==> src/lsgp_pkg.sv <==
// Shared constants for the LCD-shared GPIO ports block
package lsgp_pkg;
  localparam int unsigned LSGP_ADDR_W = 2;
  localparam logic [1:0] LSGP_OFS_F_DATA = 2'h0;
  localparam logic [1:0] LSGP_OFS_F_DIR = 2'h1;
  localparam logic [1:0] LSGP_OFS_G_DATA = 2'h2;
  localparam logic [1:0] LSGP_OFS_G_DIR = 2'h3;
  localparam int unsigned LSGP_F_PINS = 8;
  localparam int unsigned LSGP_G_PINS = 6;
  localparam logic [7:0] LSGP_F_DIR_RST = 8'hff;
  localparam logic [5:0] LSGP_G_DIR_RST = 6'h3f;
  localparam logic [7:0] LSGP_G_IMPL_MASK = 8'h3f;
  localparam int unsigned LSGP_SYNC_STAGES = 2;
  // Segment numbers carried by each port, pin 0 first
  localparam int unsigned LSGP_F_SEG_LO = 32;
  localparam int unsigned LSGP_F_SEG_HI = 28;
  localparam int unsigned LSGP_G_SEG_BASE = 36;
  typedef enum logic [1:0] {
    LSGP_RD_IDLE = 2'b01,
    LSGP_RD_VALID = 2'b10
  } lsgp_rd_e;
endpackage

==> src/lsgp_pin_ctl.sv <==
// Per-pin driver control: GPIO direction versus LCD segment takeover
`timescale 1ns/1ps
`default_nettype none
module lsgp_pin_ctl
  import lsgp_pkg::*;
#(
  parameter int unsigned WIDTH = 8
) (
  input wire logic [WIDTH-1:0] data_latch,
  input wire logic [WIDTH-1:0] dir_latch,
  input wire logic [WIDTH-1:0] seg_enable,
  input wire logic lcd_global_enable,
  output logic [WIDTH-1:0] pin_out,
  output logic [WIDTH-1:0] pin_oe,
  output logic [WIDTH-1:0] seg_active
);
  genvar i;
  generate
    for (i = 0; i < WIDTH; i++) begin : g_pin
      // Segment takeover disconnects the GPIO driver entirely
      assign seg_active[i] = lcd_global_enable & seg_enable[i];
      assign pin_oe[i] = ~dir_latch[i] & ~seg_active[i];
      assign pin_out[i] = data_latch[i];
    end
  endgenerate
endmodule
`default_nettype wire

==> src/lsgp_sync.sv <==
// Two-flop synchroniser for a vector of pin inputs
`timescale 1ns/1ps
`default_nettype none
module lsgp_sync
  import lsgp_pkg::*;
#(
  parameter int unsigned WIDTH = 8
) (
  input wire logic core_clk,
  input wire logic nrst,
  input wire logic [WIDTH-1:0] async_in,
  output logic [WIDTH-1:0] sync_out
);
  typedef struct packed {
    logic [WIDTH-1:0] meta;
    logic [WIDTH-1:0] stable;
  } lsgp_sync_s;
  lsgp_sync_s state_reg;
  lsgp_sync_s state_next;

  always_comb begin
    state_next.meta = async_in;
    state_next.stable = state_reg.meta;
  end

  always_ff @(posedge core_clk) begin
    if (!nrst) begin
      state_reg <= '0;
    end else begin
      state_reg <= state_next;
    end
  end

  assign sync_out = state_reg.stable;
endmodule
`default_nettype wire

==> src/lsgp_top.sv <==
// Two LCD-shared general-purpose I/O ports with register access
//
// How it works
// [RULE1] Each of the six second-port pins is set as input or output by its own direction bit.
// [RULE2] A second-port pin floats when its direction bit is 1 and is driven from its latch at 0.
// [RULE3] Reading a data register returns the synchronised pin levels, 1 high and 0 low.
// [RULE4] Upper two bits of the second-port registers read zero and ignore writes.
// [RULE5] Data latches are not cleared by the reset input and keep their value through it.
// [RULE6] Every reset sets all implemented direction bits to 1 so every pin is an input.
// [RULE7] First-port pins 0-3 carry segments 32-35 and pins 4-7 segments 28-31.
// [RULE8] Second-port pins 0-5 carry segments 36-41 in order.
// [RULE9] The first port has eight pins with a one-to-one eight-bit direction register.
// [RULE10] A first-port pin floats when its direction bit is 1, driven from its latch at 0.
// [RULE11] Global LCD enable with a pin's segment enable hands the pin to the segment driver.
// [RULE12] A data write updates the latch whatever the pin direction.
`timescale 1ns/1ps
`default_nettype none
module lsgp_top
  import lsgp_pkg::*;
#(
  parameter int unsigned F_PINS = LSGP_F_PINS,
  parameter int unsigned G_PINS = LSGP_G_PINS
) (
  input wire logic core_clk,
  input wire logic nrst,
  input wire logic [LSGP_ADDR_W-1:0] reg_addr,
  input wire logic [7:0] reg_wdata,
  input wire logic reg_wr,
  input wire logic reg_rd,
  output logic [7:0] reg_rdata,
  input wire logic lcd_global_enable,
  input wire logic [41:28] segment_enable_bit,
  input wire logic [F_PINS-1:0] first_port_pins_in,
  output logic [F_PINS-1:0] first_port_pins_out,
  output logic [F_PINS-1:0] first_port_pins_oe,
  output logic [F_PINS-1:0] first_port_seg_active,
  input wire logic [G_PINS-1:0] second_port_pins_in,
  output logic [G_PINS-1:0] second_port_pins_out,
  output logic [G_PINS-1:0] second_port_pins_oe,
  output logic [G_PINS-1:0] second_port_seg_active
);
  // Latches kept apart from reset; the direction and read path are reset
  typedef struct packed {
    logic [7:0] f_dir;
    logic [5:0] g_dir;
    logic [7:0] rdata;
    lsgp_rd_e rd_state;
  } lsgp_ctl_s;
  typedef struct packed {
    logic [7:0] f_data;
    logic [5:0] g_data;
  } lsgp_lat_s;

  lsgp_ctl_s ctl_reg;
  lsgp_ctl_s ctl_next;
  lsgp_lat_s lat_reg;
  lsgp_lat_s lat_next;
  logic [F_PINS-1:0] f_sync;
  logic [G_PINS-1:0] g_sync;
  logic [F_PINS-1:0] f_seg_en;
  logic [G_PINS-1:0] g_seg_en;

  function automatic logic hit(input logic [LSGP_ADDR_W-1:0] a,
                               input logic [LSGP_ADDR_W-1:0] ofs);
    hit = (a == ofs);
  endfunction

  // Pin levels cross in through two flops before any read
  lsgp_sync #(.WIDTH(F_PINS)) u_sync_f (
    .core_clk(core_clk),
    .nrst(nrst),
    .async_in(first_port_pins_in),
    .sync_out(f_sync)
  );
  lsgp_sync #(.WIDTH(G_PINS)) u_sync_g (
    .core_clk(core_clk),
    .nrst(nrst),
    .async_in(second_port_pins_in),
    .sync_out(g_sync)
  );

  // Segment map: pins 0-3 -> 32..35, pins 4-7 -> 28..31
  assign f_seg_en = {segment_enable_bit[LSGP_F_SEG_HI+3:LSGP_F_SEG_HI],
                     segment_enable_bit[LSGP_F_SEG_LO+3:LSGP_F_SEG_LO]}; // see [RULE7]
  assign g_seg_en = segment_enable_bit[LSGP_G_SEG_BASE+5:LSGP_G_SEG_BASE]; // see [RULE8]

  always_comb begin
    ctl_next = ctl_reg;
    lat_next = lat_reg;
    ctl_next.rd_state = LSGP_RD_IDLE;
    if (reg_wr) begin
      if (hit(reg_addr, LSGP_OFS_F_DATA)) begin
        lat_next.f_data = reg_wdata; // see [RULE12]
      end
      if (hit(reg_addr, LSGP_OFS_F_DIR)) begin
        ctl_next.f_dir = reg_wdata; // see [RULE9]
      end
      if (hit(reg_addr, LSGP_OFS_G_DATA)) begin
        lat_next.g_data = reg_wdata[5:0]; // see [RULE4]
      end
      if (hit(reg_addr, LSGP_OFS_G_DIR)) begin
        ctl_next.g_dir = reg_wdata[5:0]; // see [RULE1]
      end
    end
    if (reg_rd) begin
      ctl_next.rd_state = LSGP_RD_VALID;
      case (reg_addr)
        LSGP_OFS_F_DATA: begin
          ctl_next.rdata = f_sync; // see [RULE3]
        end
        LSGP_OFS_F_DIR: begin
          ctl_next.rdata = ctl_reg.f_dir;
        end
        LSGP_OFS_G_DATA: begin
          ctl_next.rdata = {2'h0, g_sync} & LSGP_G_IMPL_MASK; // see [RULE4]
        end
        LSGP_OFS_G_DIR: begin
          ctl_next.rdata = {2'h0, ctl_reg.g_dir};
        end
        default: begin
          ctl_next.rdata = 8'h00;
        end
      endcase
    end
  end

  always_ff @(posedge core_clk) begin
    if (!nrst) begin
      ctl_reg.f_dir <= LSGP_F_DIR_RST; // see [RULE6]
      ctl_reg.g_dir <= LSGP_G_DIR_RST; // see [RULE6]
      ctl_reg.rdata <= 8'h00;
      ctl_reg.rd_state <= LSGP_RD_IDLE;
    end else begin
      ctl_reg <= ctl_next;
    end
  end

  // No reset branch: the latches hold through any reset pulse
  always_ff @(posedge core_clk) begin
    lat_reg <= lat_next; // see [RULE5]
  end

  // Read data stand only in the cycle after the strobe
  assign reg_rdata = (ctl_reg.rd_state == LSGP_RD_VALID) ? ctl_reg.rdata
                                                        : 8'h00;

  lsgp_pin_ctl #(.WIDTH(F_PINS)) u_pins_f (
    .data_latch(lat_reg.f_data),
    .dir_latch(ctl_reg.f_dir),
    .seg_enable(f_seg_en),
    .lcd_global_enable(lcd_global_enable),
    .pin_out(first_port_pins_out),
    .pin_oe(first_port_pins_oe), // see [RULE10] [RULE11]
    .seg_active(first_port_seg_active)
  );
  lsgp_pin_ctl #(.WIDTH(G_PINS)) u_pins_g (
    .data_latch(lat_reg.g_data),
    .dir_latch(ctl_reg.g_dir),
    .seg_enable(g_seg_en),
    .lcd_global_enable(lcd_global_enable),
    .pin_out(second_port_pins_out),
    .pin_oe(second_port_pins_oe), // see [RULE2] [RULE11]
    .seg_active(second_port_seg_active)
  );
endmodule
`default_nettype wire
==> config.mk <==
export PLATFORM = sky130hd
export DESIGN_NAME = lsgp_top
export DESIGN_NICKNAME = d
export VERILOG_FILES = /design/src/lsgp_pkg.sv /design/src/lsgp_pin_ctl.sv /design/src/lsgp_sync.sv /design/src/lsgp_top.sv
export SDC_FILE = /design/constraint.sdc
export NUM_CORES = 1
export LEC_CHECK = 0
export ABC_AREA = 1
export BUFFER_PORTS_ARGS = -buffer_cell sky130_fd_sc_hd__buf_2
export CAP_MARGIN = 10
export CORE_UTILIZATION = 48
export CTS_CLUSTER_DIAMETER = 80
export CTS_CLUSTER_SIZE = 20
export DETAILED_ROUTE_END_ITERATION = 8
export HOLD_SLACK_MARGIN = 0.05
export PLACE_DENSITY = 0.89
export SETUP_SLACK_MARGIN = 0.05
export SYNTH_ARGS = -nofsm -noshare
export SYNTH_HDL_FRONTEND = slang
export SYNTH_SLANG_ARGS = --single-unit
==> constraint.sdc <==
create_clock -name core_clk -period 2.2 [get_ports core_clk]
set_clock_uncertainty 0.2 [all_clocks]
set_input_delay 0.33 -clock core_clk [delete_from_list [all_inputs] [get_ports core_clk]]
set_output_delay 0.33 -clock core_clk [all_outputs]
set_load 0.01 [all_outputs]
==> impl_metrics.py, run 1 <==
metrics = {
    "logic_synthesis": {
        "syn_inst": 314,
        "synth_top_area_frac": 0.418,
        "ys_seq_area_frac": 0.587,
        "syn_avg_cell_area_um2": 7.93,
        "yosysUniqueCellTypes": 16,
        "synthTopCellsByArea": "dfxtp_1 42%, edfxtp_1 17%, nand2_1 16%",
        "synth-seq-cells": 66,
        "synth_nets": 357,
        "netlist_area_um2": 2490,
        "synth_top_area_cell": "dfxtp_1",
        "ys_warn_count": 0,
    },
    "global_routing": {
        "grt_max_degree": 27,
        "met1_usage": 0.246,
        "use_met3": 0.0718,
        "grt_pass1_wl_mm": 8.52,
        "antenna_found_initial": 0,
        "grtUsageTotal": 0.213,
        "grt_pass1_vias": 1981,
        "busiest_layer": "met2",
        "overflow": 0,
        "met2_usage": 0.355,
    },
    "route": {
        "ant_nets": 0,
        "drc": 0,
        "routed_wirelength_mm": 5.48,
        "dr.pass1.iters": 4,
        "via_per_inst": 4.50,
        "vias": 2275,
        "wl_per_cell_um": 10.8,
        "drt_iter0_drc": 101,
    },
    "critical_path": {
        "start_kind": "register",
        "crit_path_top_delay_cell": "dfxtp_1",
        "cp-end-kind": "primary output",
        "required_ns": 1.67,
        "cp_slowest_stage_delay_ns": 0.30,
        "path_class": "reg2out",
        "cp-startpoint": "ctl_reg[0]",
        "critPathBufInv": 2,
        "regToRegSetupSlack_ns": 1.14,
        "arrival_ns": 1.09,
        "critical_path.top_delay_family": "flip-flops",
        "worstPathMaxFanout": 8,
        "path_cells": "inv_1 > nand2_1 > nor2_1 > buf_2",
        "worstReg2RegStart": "ctl_reg[20]",
    },
    "pwr": {
        "p_per_area_nw_per_um2": 746,
        "power_frac_seq": 0.517,
        "combPwrFrac": 0.108,
        "peakVddDrop_mv": 0.566,
        "swShare": 0.235,
        "clkPwrFrac": 0.375,
        "leakage_nw": 1.97,
        "intPower_mw": 1.96,
        "power.switching_mw": 0.603,
    },
    "clock_tree": {
        "cts_buffers": 9,
        "cts_max_level": 3,
        "cts_tree": "done",
        "cts_resized": 0,
        "cts.sinks": 66,
        "clk_latency_ns": 0.34,
        "clkTransAtPathRegs_ns": 0.07,
        "clock-root-buffer": "clkbuf_8",
        "cts_buffer_depth": 2,
    },
    "sta": {
        "fmax_ghz": 0.618,
        "timing.slew.headroom": 0.784,
        "tightestPinTransition_ns": 0.324,
        "post-route-min-period_ns": 1.62,
        "timing.final.crit_share": 0.736,
        "maxSlewViolCount": 0,
        "finalSetupViolations": 0,
        "setup_tns_ns": 0,
        "rsz0062_at_grt": "no",
        "timing.final.hold_violations": 0,
    },
    "die": {
        "initial_core_util": 0.513,
        "ioPinCount": 93,
        "dieArea_um2": 5480,
        "core_um2": 4850,
        "fp-row-count": 25,
        "die_h_um": 74.0,
        "die_w_um": 74.0,
    },
    "cells_and_area": {
        "final_area_um2": 3430,
        "final_common_cell": "nand2_1",
        "diodes": 0,
        "largest_register_ffs": 24,
        "area_growth_pct": 38.0,
        "stdcell_count": 506,
        "fillers": 349,
        "finalNetCount": 477,
        "drive_gt1_frac": 0.271,
        "layout_common_cells": "108 x nand2_1, 92 x buf_2, 60 x inv_1",
    },
    "placement": {
        "placed_cells": 468,
        "place_area_um2": 3010,
        "place_hpwl_mm": 3.81,
        "place_congestion": 0.829,
        "port_buffers": 92,
    },
    "run_status": {
        "status": "finished clean",
    },
    "run": {
        "maxCapViolCount": 0,
    },
    "worst_hold_path": {
        "hp-start": "reg_rd",
        "hp-class": "in2reg",
    },
}
## power by group through the flow
stage	clock (mW)	sequential, mW	combinational (mW)
2_1_floorplan	0	1.35	0.135
3_3_place_gp	0	1.35	0.234
3_5_place_dp	0	1.35	0.242
4_1_cts	0.980	1.33	0.273
5_1_grt	1.04	1.33	0.310
6_report	0.960	1.33	0.276
## layout make-up
| cell class | count | area, um^2 | share of cell area |
|---|---|---|---|
| inverter | 65 | 244 | 0.0710 |
| clock buffer | 13 | 180 | 0.0525 |
| timing repair buffer | 117 | 703 | 0.205 |
| sequential | 66 | 1460 | 0.426 |
| clock inverter | 3 | 20.0 | 0.00583 |
| tap | 67 | 83.8 | 0.0244 |
| multi-input combinational | 175 | 742 | 0.216 |
## cell families (layout without fill, tap and decap cells)
family	count (synthesis)	after routing	synth area share
simple gates	163	163	0.268
buf+inv	73	198	0.115
compound gates	12	12	0.0302
flops	66	66	0.587
## per-layer routing
metal	part of all wire	wire length, um	vias to the layer above
met4	0.018	96	0
met3	0.063	347	10
met2	0.49	2660	83
met1	0.43	2370	1008
li1	-	-	1174
met5	0	0	-
## synth_stat cells
| cell | n |
|---|---|
| a21oi_1 | 6 |
| inv_1 | 60 |
| nor3_1 | 2 |
| edfxtp_1 | 14 |
| nor2_1 | 22 |
| buf_4 | 1 |
| nand3_1 | 27 |
| nand3_2 | 1 |
| clkbuf_1 | 1 |
| inv_2 | 5 |
| buf_2 | 6 |
| o21bai_1 | 6 |
| nand2_1 | 108 |
| nor2_4 | 1 |
| nor2_2 | 2 |
| dfxtp_1 | 52 |
## stage by stage
stage               setup WS [ns]   util  total power, mW  hold slack [ns]
floorplan                   0.484      -             1.49            0.190
global placement            0.729  0.622             1.58            0.195
detailed placement          0.689  0.622             1.59            0.195
CTS                         0.561  0.708             2.58            0.100
global route                0.476  0.708             2.68            0.125
finish                      0.582  0.708             2.56            0.119
## timing repair
action                    CTS  global route
setup buffers               0             0
hold endpoints to repair   35             0
hold buffers               22             0
## worst reg2reg max path, cell delays in order (launching register included)
cell,delay (ns)
dfxtp_1,0.34
o21bai_1,0.15
nand3_1,0.13
nand2_1,0.09
nand2_1,0.05
## path summary, 6_finish.rpt
check | depth (start not counted) | end
worst max register to register | 4 | ctl_reg[6]
worst min register to register | 2 | u_sync_g.sync_out[3]
worst max-delay path | 4 | reg_rdata[6]
worst min-delay path | 4 | ctl_reg[8]
(Power assumes the default switching activity.)
==> run 2: changes to the inputs <==
--- a/config.mk
+++ b/config.mk
@@ -5,15 +5,15 @@
 export SDC_FILE = /design/constraint.sdc
 export NUM_CORES = 1
 export LEC_CHECK = 0
-export ABC_AREA = 1
+export ABC_AREA = 0
 export BUFFER_PORTS_ARGS = -buffer_cell sky130_fd_sc_hd__buf_2
 export CAP_MARGIN = 10
-export CORE_UTILIZATION = 48
+export CORE_UTILIZATION = 43
 export CTS_CLUSTER_DIAMETER = 80
 export CTS_CLUSTER_SIZE = 20
 export DETAILED_ROUTE_END_ITERATION = 8
 export HOLD_SLACK_MARGIN = 0.05
-export PLACE_DENSITY = 0.89
+export PLACE_DENSITY = 0.85
 export SETUP_SLACK_MARGIN = 0.05
 export SYNTH_ARGS = -nofsm -noshare
 export SYNTH_HDL_FRONTEND = slang
==> constraint.sdc (replaced) <==
create_clock -name core_clk -period 1.4 [get_ports core_clk]
set_clock_uncertainty 0.2 [all_clocks]
set_input_delay 0.21 -clock core_clk [delete_from_list [all_inputs] [get_ports core_clk]]
set_output_delay 0.21 -clock core_clk [all_outputs]
set_load 0.01 [all_outputs]
==> impl_metrics.py, run 2 <==
metrics = {
    "die": {
        "fp-row-count": 27,
        "core_um2": 5470,
        "die_w_um": 77.3,
        "ioPinCount": 93,
        "initial_core_util": 0.446,
        "die_h_um": 77.3,
        "dieArea_um2": 5980,
    },
    "placement": {
        "pre_cts_ws_ns": -0.0794,
        "placed_cells": 385,
        "place_area_um2": 2970,
        "port_buffers": 92,
        "place_hpwl_mm": 3.66,
        "place_congestion": 0.766,
    },
    "critical_path": {
        "crit_path_top_delay_cell": "dfxtp_1",
        "worstPathMaxFanout": 8,
        "regToRegSetupSlack_ns": 0.35,
        "rr_endpoint": "ctl_reg[4]",
        "reg2regPathDepth": 3,
        "arrival_ns": 1.13,
        "cp_slowest_stage_delay_ns": 0.31,
        "required_ns": 0.99,
        "cp-end-kind": "primary output",
        "path_class": "reg2out",
        "worstReg2RegStart": "ctl_reg[12]",
        "path_cells": "nor2b_4 > and2_1 > buf_2",
        "start_kind": "register",
    },
    "worst_hold_path": {
        "hp-class": "in2reg",
        "hold_path_depth": 2,
        "hp-start": "nrst",
        "hold_end": "u_sync_g.state_next[2]",
    },
    "run": {
        "maxCapViolCount": 0,
    },
    "clock_tree": {
        "clk_latency_ns": 0.33,
        "clock-root-buffer": "clkbuf_8",
        "cts.sinks": 66,
        "clkTransAtPathRegs_ns": 0.07,
        "cts_buffers": 9,
        "cts_buffer_depth": 2,
        "cts_tree": "done",
        "cts_max_level": 3,
    },
    "route": {
        "routed_wirelength_mm": 5.36,
        "via_per_inst": 4.70,
        "ant_nets": 0,
        "vias": 2006,
        "dr.pass1.iters": 4,
        "wl_per_cell_um": 12.6,
        "drc": 0,
        "drt_iter0_drc": 65,
    },
    "logic_synthesis": {
        "netlist_area_um2": 2440,
        "synth_edf_count": 14,
        "ys_async_sr_fraction": 0,
        "synthTopCellsByArea": "dfxtp_1 43%, edfxtp_1 17%, and2_1 14%",
        "synthTopCellsByCount": "53 x and2_1, 52 x dfxtp_1, 28 x nand2_1",
        "ys_seq_area_frac": 0.599,
        "yosysMostFrequentCell": "and2_1",
        "synth_top_area_cell": "dfxtp_1",
        "syn_avg_cell_area_um2": 10.7,
        "syn_inst": 228,
        "synth_top_area_frac": 0.426,
        "synthFlopType": "dfxtp_1",
        "synth_nets": 271,
        "yosysUniqueCellTypes": 22,
        "ys_warn_count": 0,
        "synth-seq-cells": 66,
    },
    "cells_and_area": {
        "area_growth_pct": 39.5,
        "final_common_cell": "buf_2",
        "diodes": 0,
        "final_util": 0.622,
        "layout_common_cells": "92 x buf_2, 53 x and2_1, 42 x dfxtp_1",
        "stdcell_count": 427,
        "final_area_um2": 3410,
        "final-seq-area_um2": 1470,
        "drive_gt1_frac": 0.369,
        "largest_register_ffs": 24,
        "finalNetCount": 393,
        "fillers": 469,
        "multi_input_area_um2": 920,
    },
    "sta": {
        "finalSetupViolations": 8,
        "post-route-min-period_ns": 1.54,
        "timing.final.hold_violations": 0,
        "rsz0062_at_grt": "yes",
        "setup_slack_ns": -0.142,
        "timing.final.crit_share": 1.10,
        "fmax_ghz": 0.649,
        "tightestPinTransition_ns": 0.356,
        "maxSlewViolCount": 0,
        "timing.slew.headroom": 0.763,
    },
    "global_routing": {
        "antenna_found_initial": 0,
        "grt_max_degree": 18,
        "grtUsageTotal": 0.187,
        "grt_pass1_vias": 1859,
        "grt_pass1_wl_mm": 8.63,
        "overflow": 0,
    },
    "pwr": {
        "peakVddDrop_mv": 0.680,
        "total_power_mw": 3.80,
        "p_per_area_nw_per_um2": 1120,
        "leakage_nw": 1.62,
    },
    "run_status": {
        "violations": "negative setup slack",
        "status": "finished, violations left",
    },
}
run 2: cell count changes in the layout (fill, tap and decap cells not counted), moves of 7 or more:
cell and delta:
nor2_1 -11, inv_1 -57, and2_1 +53, mux2i_1 +14, dfxtp_1 -10, nand3_1 -11
nand2_1 -80, dfxtp_2 +10, nand3b_1 +7
run 2: power by group:
part	internal, mW	switching (mW)	leakage, nW
Clock	0.616	0.664	0.0775
Sequential	2.04	0.0478	0.554
Combinational	0.228	0.204	0.993
Total	2.89	0.916	1.62
run 2: timing repair:
action | CTS | global route
endpoints found under the hold margin | 43 | 0
resized for setup | 3 | 12
pin swaps | 4 | 8
setup buffers | 0 | 3
hold buffers | 23 | 0
setup endpoints to repair | 9 | 18
run 2: area by class of cell:
class,count,share of cell area
tap,72,0.0265
clock inverter,7,0.0107
sequential,66,0.433
inverter,3,0.00331
clock buffer,9,0.0364
multi-input combinational,147,0.270
timing repair buffer,123,0.220
run 2: logic make-up after synthesis:
| kind of cell | after synthesis | synth area share |
|---|---|---|
| AO/OA/AOI/OAI | 8 | 0.0267 |
| buffers and inverters | 15 | 0.0354 |
| flip-flops | 66 | 0.599 |
| multiplexers | 14 | 0.0574 |
| AND/OR/NAND/NOR | 125 | 0.282 |
run 2: worst max path at each step:
stage | from | endpoint
finish | ctl_reg[1] | reg_rdata[4]
floorplan | reg_addr[0] | lat_reg[10]
global placement | ctl_reg[1] | reg_rdata[4]
CTS | ctl_reg[1] | reg_rdata[7]
detailed placement | ctl_reg[1] | reg_rdata[4]
global route | ctl_reg[1] | reg_rdata[4]
run 2: layer usage:
metal / GRT usage / share of wire
met2: 0.321 / 0.50
met1: 0.214 / 0.42
met3: 0.0635 / 0.057
met5: 0 / 0
met4: 0.0736 / 0.019
run 2: per-stage QoR:
stage	TNS, ns	hold slack (ns)
finish	-1.09	0.0719
global route	-1.54	0.0837
CTS	-1.36	0.0632
detailed placement	-0.733	0.217
global placement	-0.261	0.214
floorplan	0	0.109
run 2: critical path, delay by kind of cell (launching register included):
kind / cells / cell delay [ns]
flops: 1 / 0.31
buf+inv: 1 / 0.12
simple gates: 2 / 0.37
==> run 3: changes to the inputs <==
--- a/config.mk
+++ b/config.mk
@@ -15,6 +15,7 @@
 export HOLD_SLACK_MARGIN = 0.05
 export PLACE_DENSITY = 0.85
 export SETUP_SLACK_MARGIN = 0.05
+export SLEW_MARGIN = 30
 export SYNTH_ARGS = -nofsm -noshare
 export SYNTH_HDL_FRONTEND = slang
 export SYNTH_SLANG_ARGS = --single-unit
==> constraint.sdc (replaced) <==
create_clock -name core_clk -period 1.4 [get_ports core_clk]
set_clock_uncertainty 0.2 [all_clocks]
set_input_delay 0.21 -clock core_clk [delete_from_list [all_inputs] [get_ports core_clk]]
set_output_delay 0.21 -clock core_clk [all_outputs]
set_load 0.005 [all_outputs]
==> impl_metrics.py, run 3 (synthesis results as in run 2) <==
metrics = {
    "route": {
        "via_per_inst": 4.66,
        "drt_iter0_drc": 84,
        "dr.pass1.iters": 4,
        "vias": 1991,
        "routed_wirelength_mm": 5.41,
        "ant_nets": 0,
        "drc": 0,
        "wl_per_cell_um": 12.7,
    },
    "global_routing": {
        "antenna_found_initial": 0,
        "grtUsageTotal": 0.189,
        "grt_pass1_wl_mm": 8.65,
        "grt_max_degree": 18,
        "grt_pass1_vias": 1930,
        "overflow": 0,
    },
    "critical_path": {
        "cp-end-kind": "primary output",
        "required_ns": 0.99,
        "worstPathMaxFanout": 8,
        "start_kind": "register",
        "arrival_ns": 1.16,
        "path_class": "reg2out",
    },
    "sta": {
        "timing.final.crit_share": 1.12,
        "maxSlewViolCount": 0,
        "timing.final.hold_violations": 0,
        "timing.slew.headroom": 0.752,
        "setup_slack_ns": -0.168,
        "tightestPinTransition_ns": 0.373,
        "finalSetupViolations": 8,
        "post-route-min-period_ns": 1.57,
        "fmax_ghz": 0.638,
        "rsz0062_at_grt": "yes",
    },
    "clock_tree": {
        "clock-root-buffer": "clkbuf_8",
        "clkTransAtPathRegs_ns": 0.06,
        "cts_max_level": 3,
        "cts.sinks": 66,
        "clk_latency_ns": 0.34,
        "cts_tree": "done",
        "cts_buffer_depth": 2,
        "cts_buffers": 9,
    },
    "die": {
        "core_um2": 5470,
        "ioPinCount": 93,
        "initial_core_util": 0.446,
        "dieArea_um2": 5980,
        "die_w_um": 77.3,
        "fp-row-count": 27,
        "die_h_um": 77.3,
    },
    "placement": {
        "placed_cells": 385,
        "pre_cts_ws_ns": -0.0673,
        "place_hpwl_mm": 3.66,
        "place_congestion": 0.760,
        "port_buffers": 92,
    },
    "run": {
        "maxCapViolCount": 0,
    },
    "worst_hold_path": {
        "hp-class": "in2reg",
    },
    "run_status": {
        "status": "finished, violations left",
        "violations": "negative setup slack",
    },
    "cells_and_area": {
        "area_growth_pct": 42.6,
        "drive_gt1_frac": 0.366,
        "largest_register_ffs": 24,
        "diodes": 0,
        "stdcell_count": 427,
        "finalNetCount": 393,
        "fillers": 453,
        "layout_common_cells": "91 x buf_2, 52 x and2_1, 45 x dfxtp_1",
        "final_common_cell": "buf_2",
    },
    "pwr": {
        "p_per_area_nw_per_um2": 1210,
        "leakage_nw": 1.67,
        "peakVddDrop_mv": 0.599,
    },
}
==> run 3: cell count changes in the layout (fill, tap and decap cells not counted), sizes merged <==
cell and change:
clkinvlp -1, clkinv -2, dlygate4sd3 -1, dlymetal6s4s +1
clkbuf +1, bufinv +2
==> run 3: timing repair <==
action	CTS	global route
gates resized for setup	2	16
hold buffers	23	0
pin swaps	5	6
hold endpoints to repair	43	0
cloned	0	1
endpoints found under the setup margin	8	20
buffers inserted	0	2
==> run 3: area by class of cell <==
type                            instances  area [um^2]  area share
Multi-Input combinational cell        147          928       0.267
Tap cell                               72         90.1      0.0259
Sequential cell                        66         1470       0.422
Clock inverter                          6         80.1      0.0230
Inverter                                3         11.3     0.00324
Clock buffer                           10          138      0.0395
Timing Repair Buffer                  123          763       0.219
==> run 3: routing by layer <==
metal | vias to the layer above | GRT usage | share of wire
li1 | 1001 | - | -
met1 | 904 | 0.214 | 0.42
met2 | 73 | 0.324 | 0.49
met3 | 13 | 0.0388 | 0.057
met4 | 0 | 0.119 | 0.029
met5 | - | 0 | 0
==> run 3: through the flow <==
step | hold WS [ns] | util | power (mW) | cell area [um^2] | TNS [ns]
global route | 0.0783 | 0.636 | 4.38 | 3480 | -1.50
floorplan | 0.109 | - | 2.31 | 2460 | 0
finish | 0.0622 | 0.636 | 4.22 | 3480 | -1.11
global placement | 0.214 | 0.542 | 2.46 | 2970 | -0.110
CTS | 0.0510 | 0.625 | 4.23 | 3420 | -1.23
detailed placement | 0.216 | 0.542 | 2.47 | 2970 | -0.645
==> run 3: critical path: stages (launching register included) <==
cell	delay (ns)
dfxtp_2	0.31
nor2b_4	0.22
and2_1	0.17
buf_2	0.11
==> run 3: power breakdown <==
part	internal [mW]	switching [mW]
clock network	1.03	0.682
registers	2.04	0.0470
logic	0.230	0.183
==> run 3: final timing paths <==
path | depth (start not counted) | start | to | slack (ns)
max | 3 | ctl_reg[1] | reg_rdata[5] | -0.17
max reg2reg | 3 | ctl_reg[23] | ctl_reg[9] | 0.35
min reg2reg | 1 | u_sync_f.state_next[6] | u_sync_f.sync_out[6] | 0.23
min | 2 | nrst | u_sync_g.state_next[3] | 0.06
